### src/inc/sks_params.svh
// Constants for the skip/increment execution block.
// Assumes inclusion by bare name from design files.
`ifndef SKS_PARAMS_SVH
`define SKS_PARAMS_SVH

`define SKS_DATA_W      8
`define SKS_ADDR_W      8
`define SKS_BITSEL_W    3
`define SKS_OPC_W       2
`define SKS_OPC_NONE    2'h0
`define SKS_OPC_INC_MEM 2'h1
`define SKS_OPC_INC_ACC 2'h2
`define SKS_OPC_BIT_SET 2'h3
`define SKS_INC_STEP    1
`define SKS_SKIP_CYCLES 3
`define SKS_ACC_RST     8'h00

`endif

### src/inc/sks_pkg.sv
// Types for the skip/increment execution block.
// Assumes sks_params.svh is on the include path.
`include "sks_params.svh"
package sks_pkg;
  typedef enum logic [1:0] {
    SKS_ST_IDLE,
    SKS_ST_READ,
    SKS_ST_EXEC,
    SKS_ST_DUMMY
  } sks_state_t;
endpackage

### src/rtl/sks_alu.sv
// Incrementer and bit tester for the skip instructions.
// Assumes purely combinational use by sks_core.
`timescale 1ns/10ps
`default_nettype none
`include "sks_params.svh"
module sks_alu
  import sks_pkg::*;
#(
  parameter int DATA_W = `SKS_DATA_W,
  parameter int BIT_W  = `SKS_BITSEL_W
) (
  input  wire logic [DATA_W-1:0] i_operand,
  input  wire logic [BIT_W-1:0]  i_bit_sel,
  output logic      [DATA_W-1:0] o_sum,
  output logic                   o_sum_zero,
  output logic                   o_bit_set
);
  // ==========================================================
  // Increment and test
  // ==========================================================
  // Sum truncated to the byte so all-ones wraps to zero [RULE_08]
  assign o_sum      = DATA_W'(i_operand + DATA_W'(`SKS_INC_STEP)); // [RULE_08]
  assign o_sum_zero = (o_sum == '0);
  assign o_bit_set  = i_operand[i_bit_sel];
endmodule
`default_nettype wire

### src/rtl/sks_core.sv
// Execution unit for increment-and-skip and bit-test-skip instructions.
// Assumes fetch presents one decoded op per i_op_valid pulse and waits for o_done;
// data memory answers reads one cycle after o_mem_rd.
// Contract
// [RULE_01] The memory variant adds one to the addressed byte and writes it back to the same address.
// [RULE_02] A zero result skips the instruction that follows in program order.
// [RULE_03] A skip inserts a dummy cycle during the next fetch, making the instruction three cycles long.
// [RULE_04] A non-zero result lets execution continue with the following instruction.
// [RULE_05] The accumulator variant loads the byte plus one into the accumulator and leaves memory untouched.
// [RULE_06] The accumulator variant skips when the new accumulator value is zero, with the same dummy cycle.
// [RULE_07] The bit-test variant skips when the selected bit of the addressed byte is one.
// [RULE_08] Increments wrap modulo the byte width, so the maximum value gives zero and skips.
`timescale 1ns/10ps
`default_nettype none
`include "sks_params.svh"
module sks_core
  import sks_pkg::*;
#(
  parameter int DATA_W = `SKS_DATA_W,
  parameter int ADDR_W = `SKS_ADDR_W,
  parameter int BIT_W  = `SKS_BITSEL_W
) (
  input  wire logic                  i_clk_sys,
  input  wire logic                  i_reset,
  input  wire logic                  i_clk_en,
  input  wire logic                  i_op_valid,
  input  wire logic [`SKS_OPC_W-1:0] i_opcode,
  input  wire logic [ADDR_W-1:0]     i_addr,
  input  wire logic [BIT_W-1:0]      i_bit_sel,
  input  wire logic [DATA_W-1:0]     i_mem_rdata,
  output logic                       o_busy,
  output logic                       o_mem_rd,
  output logic                       o_mem_wr,
  output logic      [ADDR_W-1:0]     o_mem_addr,
  output logic      [DATA_W-1:0]     o_mem_wdata,
  output logic      [DATA_W-1:0]     o_acc,
  output logic                       o_acc_wr,
  output logic                       o_skip,
  output logic                       o_dummy,
  output logic                       o_done
);
  if (DATA_W < 1 || BIT_W < 1 || (1 << BIT_W) > DATA_W || ADDR_W < 1) begin : g_chk
    $error("sks_core: unsupported parameter values");
  end

  // ==========================================================
  // State
  // ==========================================================
  sks_state_t              state_r, state_nxt;
  logic [`SKS_OPC_W-1:0]   opc_r;
  logic [BIT_W-1:0]        bit_r;
  logic [DATA_W-1:0]       sum_w;
  logic                    sum_zero_w;
  logic                    bit_set_w;

  sks_alu #(
    .DATA_W (DATA_W),
    .BIT_W  (BIT_W)
  ) u_alu (
    .i_operand  (i_mem_rdata),
    .i_bit_sel  (bit_r),
    .o_sum      (sum_w),
    .o_sum_zero (sum_zero_w),
    .o_bit_set  (bit_set_w)
  );

  // ==========================================================
  // Decode
  // ==========================================================
  wire logic is_mem_w  = (opc_r == `SKS_OPC_INC_MEM);
  wire logic is_acc_w  = (opc_r == `SKS_OPC_INC_ACC);
  wire logic is_bit_w  = (opc_r == `SKS_OPC_BIT_SET);
  wire logic start_w   = i_op_valid && (i_opcode != `SKS_OPC_NONE) && (state_r == SKS_ST_IDLE);
  wire logic exec_w    = (state_r == SKS_ST_EXEC);
  // True for the two increment variants
  function automatic logic opc_is_inc(input logic [`SKS_OPC_W-1:0] opc);
    return (opc == `SKS_OPC_INC_MEM) || (opc == `SKS_OPC_INC_ACC);
  endfunction

  // Zero sum skips for both increments, set bit skips bit test [RULE_02] [RULE_06] [RULE_07]
  wire logic skip_w    = (opc_is_inc(opc_r) && sum_zero_w) || (is_bit_w && bit_set_w);

  always_comb begin
    state_nxt = state_r;
    case (state_r)
      SKS_ST_IDLE:  if (start_w) state_nxt = SKS_ST_READ;
      SKS_ST_READ:  state_nxt = SKS_ST_EXEC;
      // Skip adds the dummy cycle, otherwise finish [RULE_03] [RULE_04]
      SKS_ST_EXEC:  state_nxt = skip_w ? SKS_ST_DUMMY : SKS_ST_IDLE;
      SKS_ST_DUMMY: state_nxt = SKS_ST_IDLE;
      default:      state_nxt = SKS_ST_IDLE;
    endcase
  end

  // ==========================================================
  // Next values of the registered outputs
  // ==========================================================
  wire logic busy_nxt   = (state_nxt != SKS_ST_IDLE);
  wire logic rd_nxt     = start_w;
  wire logic wr_nxt     = exec_w && is_mem_w; // [RULE_01] [RULE_05]
  wire logic acc_wr_nxt = exec_w && is_acc_w; // [RULE_05]
  wire logic skip_nxt   = exec_w && skip_w; // [RULE_02] [RULE_06] [RULE_07]
  // Finished without a skip, or at the end of the dummy cycle
  wire logic done_nxt   = (exec_w && !skip_w) || (state_r == SKS_ST_DUMMY); // [RULE_03] [RULE_04]

  // ==========================================================
  // Sequencer state
  // ==========================================================
  always_ff @(posedge i_clk_sys) begin
    if (i_reset) begin
      state_r <= SKS_ST_IDLE;
    end else if (i_clk_en) begin
      state_r <= state_nxt;
    end
  end

  // ==========================================================
  // Captured instruction fields
  // ==========================================================
  always_ff @(posedge i_clk_sys) begin
    if (i_reset) begin
      opc_r <= `SKS_OPC_NONE;
      bit_r <= '0;
    end else if (i_clk_en && start_w) begin
      opc_r <= i_opcode;
      bit_r <= i_bit_sel;
    end
  end

  // ==========================================================
  // Memory address
  // ==========================================================
  always_ff @(posedge i_clk_sys) begin
    if (i_reset) begin
      o_mem_addr <= '0;
    end else if (i_clk_en && start_w) begin
      o_mem_addr <= i_addr; // [RULE_01]
    end
  end

  // ==========================================================
  // Strobes, one register each
  // ==========================================================
  always_ff @(posedge i_clk_sys) begin
    if (i_reset) begin
      o_busy <= 1'b0;
    end else if (i_clk_en) begin
      o_busy <= busy_nxt;
    end
  end

  always_ff @(posedge i_clk_sys) begin
    if (i_reset) begin
      o_mem_rd <= 1'b0;
    end else if (i_clk_en) begin
      o_mem_rd <= rd_nxt;
    end
  end

  always_ff @(posedge i_clk_sys) begin
    if (i_reset) begin
      o_mem_wr <= 1'b0;
    end else if (i_clk_en) begin
      o_mem_wr <= wr_nxt; // [RULE_01] [RULE_05]
    end
  end

  always_ff @(posedge i_clk_sys) begin
    if (i_reset) begin
      o_acc_wr <= 1'b0;
    end else if (i_clk_en) begin
      o_acc_wr <= acc_wr_nxt; // [RULE_05]
    end
  end

  always_ff @(posedge i_clk_sys) begin
    if (i_reset) begin
      o_skip <= 1'b0;
    end else if (i_clk_en) begin
      o_skip <= skip_nxt; // [RULE_02] [RULE_06] [RULE_07]
    end
  end

  always_ff @(posedge i_clk_sys) begin
    if (i_reset) begin
      o_dummy <= 1'b0;
    end else if (i_clk_en) begin
      o_dummy <= skip_nxt; // [RULE_03]
    end
  end

  always_ff @(posedge i_clk_sys) begin
    if (i_reset) begin
      o_done <= 1'b0;
    end else if (i_clk_en) begin
      o_done <= done_nxt; // [RULE_03] [RULE_04]
    end
  end

  // ==========================================================
  // Write data
  // ==========================================================
  always_ff @(posedge i_clk_sys) begin
    if (i_reset) begin
      o_mem_wdata <= '0;
    end else if (i_clk_en && wr_nxt) begin
      o_mem_wdata <= sum_w; // [RULE_01]
    end
  end

  // ==========================================================
  // Accumulator
  // ==========================================================
  always_ff @(posedge i_clk_sys) begin
    if (i_reset) begin
      o_acc <= DATA_W'(`SKS_ACC_RST);
    end else if (i_clk_en && acc_wr_nxt) begin
      o_acc <= sum_w; // [RULE_05]
    end
  end
endmodule
`default_nettype wire

### config.mk
export PLATFORM = sky130hd
export DESIGN_NAME = sks_core
export DESIGN_NICKNAME = d
export VERILOG_FILES = /design/src/inc/sks_pkg.sv /design/src/rtl/sks_alu.sv /design/src/rtl/sks_core.sv
export VERILOG_INCLUDE_DIRS = /design/src /design/src/inc
export SDC_FILE = /design/constraint.sdc
export NUM_CORES = 1
export LEC_CHECK = 0
export BUFFER_PORTS_ARGS = -buffer_cell sky130_fd_sc_hd__buf_2
export CAP_MARGIN = 0
export CORE_UTILIZATION = 51
export CTS_CLUSTER_SIZE = 16
export DETAILED_ROUTE_END_ITERATION = 10
export PLACE_DENSITY = 0.81
export SYNTH_ARGS = -nofsm -noshare
export SYNTH_HDL_FRONTEND = slang
export SYNTH_SLANG_ARGS = --single-unit
### constraint.sdc
create_clock -name i_clk_sys -period 2.4 [get_ports i_clk_sys]
set_input_delay 0.12 -clock i_clk_sys [delete_from_list [all_inputs] [get_ports i_clk_sys]]
set_output_delay 0.12 -clock i_clk_sys [all_outputs]
set_load 0.01 [all_outputs]
Word-level counts from Yosys, hierarchy flattened
Index checks and enable logic that the tools add are counted.
Widths: inputs -> output; s select.
{ "totals": {"wordCells": 44, "output_inout_bits": 31, "regBits": 37, "inputBits": 25} }
{ "op_classes": {"reduce_logical": 19, "eq_ne": 6, "order_cmp": 1, "muxes": 5, "n_addsub": 1} }
{ "ops": {"columns": ["operator", "count"], "rows": [
  ["$logic_and 1x1->1", 11],
  ["$add 8x1->8 const B", 1],
  ["$eq 2x2->1 const B", 4],
  ["$logic_not 8->1", 1],
  ["$pmux 2 s4", 1],
  ["$eq 2x1->1 const B", 2],
  ["$lt 3x4->1 const B", 1],
  ["$mux 2", 2],
  ["$reduce_bool 2->1", 2],
  ["$bmux 1 s3", 1],
  ["$logic_or 1x1->1", 3],
  ["$logic_not 2->1", 1],
  ["$logic_not 1->1", 1],
  ["$mux 1", 1]
]} }

Depth between registers and ports, before layout
{ "logic_depth": {"word_depth": 7, "ltp_mapped": 7, "ltp_nobuf": 6} }

By module
From an unflattened synthesis, not the netlist that was laid out.
{ "hier_totals": {"cells_unflattened": 191, "area_unflattened_um2": 1670.4} }
{ "modules_own_cells": {"columns": ["mod", "cells_per_inst", "area_each_um2", "seq_area_each_um2", "n_inst"], "rows": [
  ["sks_core", 158, 1393.8, 740.7, 1],
  ["sks_alu", 33, 276.5, 0.0, 1]
]} }

Worst setup path before layout
OpenSTA, ideal clock, no wires.
{ "synth_timing": {"path_type": "register -> register", "start": "register bit_r[1]", "end": "register o_busy", "arrival_time_ps": 1420, "path_stages_with_launch": 6, "period_less_slack_ps": 1558, "slack_ps": 842, "path_buffers": 0, "setup_time_ps": 138, "path_cell_list": "dfxtp_1 -> mux4_2 -> nor2_2 -> a311oi_2 -> a22oi_2 -> a41oi_2"} }
{ "synth_between": {"elab_chain_len": 7} }
{ "synth_lines": {"columns": ["item", "line_no", "text"], "rows": [
  ["start, declared", "sks_core.sv:51", "logic [BIT_W-1:0] bit_r;"],
  ["start signal, assigned", "sks_core.sv:126", "bit_r <= i_bit_sel;"],
  ["$bmux 1 s3", "sks_alu.sv:24", "assign o_bit_set = i_operand[i_bit_sel];"],
  ["$mux 1 (not written as such)", "sks_alu.sv:24", null],
  ["$logic_and 1x1->1", "sks_core.sv:81", "wire logic skip_w = (opc_is_inc(opc_r) && sum_zero_w) || (is_bit_w && bit_set_w);"],
  ["$logic_or 1x1->1", "sks_core.sv:81", null],
  ["$mux 2", "sks_core.sv:89", "SKS_ST_EXEC: state_nxt = skip_w ? SKS_ST_DUMMY : SKS_ST_IDLE;"],
  ["$pmux 2 s4", "sks_core.sv:85", "case (state_r)"],
  ["$reduce_bool 2->1", "sks_core.sv:98", "wire logic busy_nxt = (state_nxt != SKS_ST_IDLE);"],
  ["end signal, assigned", "sks_core.sv:148", "o_busy <= busy_nxt;"],
  ["end, declared", "sks_core.sv:31", "output logic o_busy,"]
]} }
Every way passes these cells. The select of a mux whose other input is x is not followed.
A chain may end at the register's enable or synchronous reset.

Worst setup path in the final report
{ "layout_timing": {"start": "register bit_r[2]", "end": "register o_busy"} }
The elaborated chain is that of the path after synthesis.

==> metrics <==
initial drt markers 47; area leader, netlist dfxtp_1; number of cells in the finished layout apart from fillers 289; CTS tree yes; synthesized area per cell 8.85 um2; FF/Latch Area 741 um2; post-CTS setup buffer count 0; GRT Total Usage 21.3%; Netlist Area Pre-Place 0.00166 mm2; initial antenna violation count 0; Setup-failing EPs final 0; CTS H-Tree Depth 2; footprint of the multi-input gates 823 um2; drt via density 5.06; Leakage 0.842 nW; kind of end point of the critical path flip-flop; WS Path Type reg2reg; DPL Wire Length 2.40 mm; Die W 59.0 um; crit share post-route 71.2%; post-synth net total 217; worst IR drop on VDD 0.534 mV; mux contribution to synthesized area 4.46%; GPL Wtd Cong 0.806; commonest cells in the synthesized netlist dfxtp_1 (37), nand2_1 (33), a21oi_1 (21), nor2_1 (21), a211oi_1 (14); vias in the first global route 1292; top cells by area, synth dfxtp_1 (45%), nand2_1 (7.5%), a211oi_1 (6.3%); CP Data Arrival Time 1.89 ns; Hold Buf Count CTS 5; n_diodes 0; count leader, synth dfxtp_1; CTS resizes 0; Worst R2R Setup Slack 0.69 ns; adder-cell area share of the yosys netlist 3.78%; top cell type's share of synthesized area 44.7%; io pins 56; startpoint types flip-flop; Final Max Tran Viols 0; initial core utilization 53.8%; post-synthesis compound-gate area fraction 17.8%; Die H 59.0 um; die area 0.00348 mm2; Seq cells post-synth 37; largest family of logic cells by synthesized area simple AND/OR/NAND/NOR gates; clock slew at reported path FFs 0.11 ns; Pwr per Cell Area 531 mW/mm2; largest net degree at the start of global routing 38; Detailed Route WL 3.33 mm; Max Root-Sink Buffers 2; average wire per standard cell 11.5 um; status completed; Period minus WS final 1.71 ns; pre-CTS WS 0.673 ns; Synth-to-Final Area Change 22.3%; # fillers 286; DRT antenna net count 0; Synth Warn # 0; Most used DFF post-synth dfxtp_1; Max Fclk 0.585 GHz; nets@finish 274; global-route wire length before repair 5.46 mm; clk_lat worst skew 0.34 ns; Residual DRC 0; Mapped Cells 187; Vias 1461; simple logic cell fraction of the synthesized area 19.5%; clock skew 0.0127 ns; CTS Sinks 37; final worst slack 0.691 ns; Max-slew headroom 37.6%; RSZ-0062 raised after global routing no; Max Cap Viol 0; share of cells above drive strength 1 28.6%; core area 0.00308 mm2; min-delay worst type in2reg; CP Max Fanout 4; worst-margin pin slew 0.929 ns; PortBufs 55; grt ovf 0; XOR/XNOR share of the synthesized area 4.23%; Netlist cell types 38; CTS Buf Count 5; CTS root buf clkbuf_4; post-synthesis sequential area ratio 44.7%; dpl cells 275; final hold vios 0; Synth async-reset ratio 0%; Initial DRT Pass Iterations 4; TNS Setup 0 ns; FP Rows 20; WP data required 2.58 ns; EDFF count, synth 0; Util after Layout 65.8%
## routing by layer
metal	GRT usage (%)	vias up	part of all wire, %	routed length (um)
li1	-	761	-	-
met1	25.4	652	47	1570
met2	35.2	44	46	1520
met3	7.64	4	5.7	191
met4	8.16	0	1.6	55
met5	0	-	0	0
## through the flow
stage / area [um2] / hold WS (ns) / power, mW
2_1_floorplan: 1660 / 0.216 / 0.722
3_3_place_gp: 1910 / 0.362 / 0.768
3_5_place_dp: 1910 / 0.367 / 0.770
4_1_cts: 2010 / 0.00206 / 1.09
5_1_grt: 2020 / 0.0108 / 1.13
6_report: 2020 / 0.0155 / 1.07
## layout by cell type, fill, tap and decap left out, types with 2 or more instances in the layout
cell type and count:
buf_2 55, dfxtp_1 37, nand2_1 33, a21oi_1 21, nor2_1 21, a211oi_1 14
dlygate4sd3_1 6, ha_1 5, clkbuf_4 5, inv_1 4, xor2_1 4, xnor2_1 4
mux2i_1 4, nand3_1 3, and2_1 2, nor3_1 2, and3_1 2, nand3b_1 2
clkinv_2 2
## power breakdown
group          total, mW  switching (mW)  internal [mW]
registers          0.639          0.0109          0.628
clock network      0.311           0.199          0.112
logic              0.125          0.0700         0.0553
total               1.07           0.280          0.795
## state kept, by name (all words and copies together), names as in the netlist
name         count
opc_r            2
bit_r            3
o_mem_addr       8
o_dummy          1
o_mem_wdata      8
o_acc            8
o_acc_wr         1
o_mem_wr         1
o_busy           1
o_mem_rd         1
state_r          2
o_done           1
## path summary, 6_finish.rpt
kind | cells after the start | startpoint | end
max | 5 | bit_r[2] | o_busy
min reg2reg | 2 | o_mem_addr[5] | o_mem_addr[5]
max reg2reg | 5 | bit_r[2] | o_busy
min | 3 | i_addr[1] | o_mem_addr[1]
## critical path: stages (launching register included)
cell,delay (ns)
dfxtp_1,0.42
mux2_2,0.35
o31ai_1,0.26
a311oi_2,0.10
a22oi_2,0.29
a41oi_2,0.15
## cells by family after synthesis
logic type | count (synthesis)
XOR/XNOR | 8
AO/OA/AOI/OAI | 44
multiplexers | 6
AND/OR/NAND/NOR | 71
buffers and inverters | 16
flip-flops | 37
adder cells (fa/ha/maj) | 5
## layout make-up
cell class              instances  share of cell area (%)
repair buffers                 61                    16.6
well taps                      44                    2.72
inverters                       5                   0.927
clock inverters                 2                   0.494
flip-flops and latches         37                    36.6
clock buffers                   6                    2.04
multi-input cells             134                    40.7
Note: power is estimated with default switching activity, not from simulation.
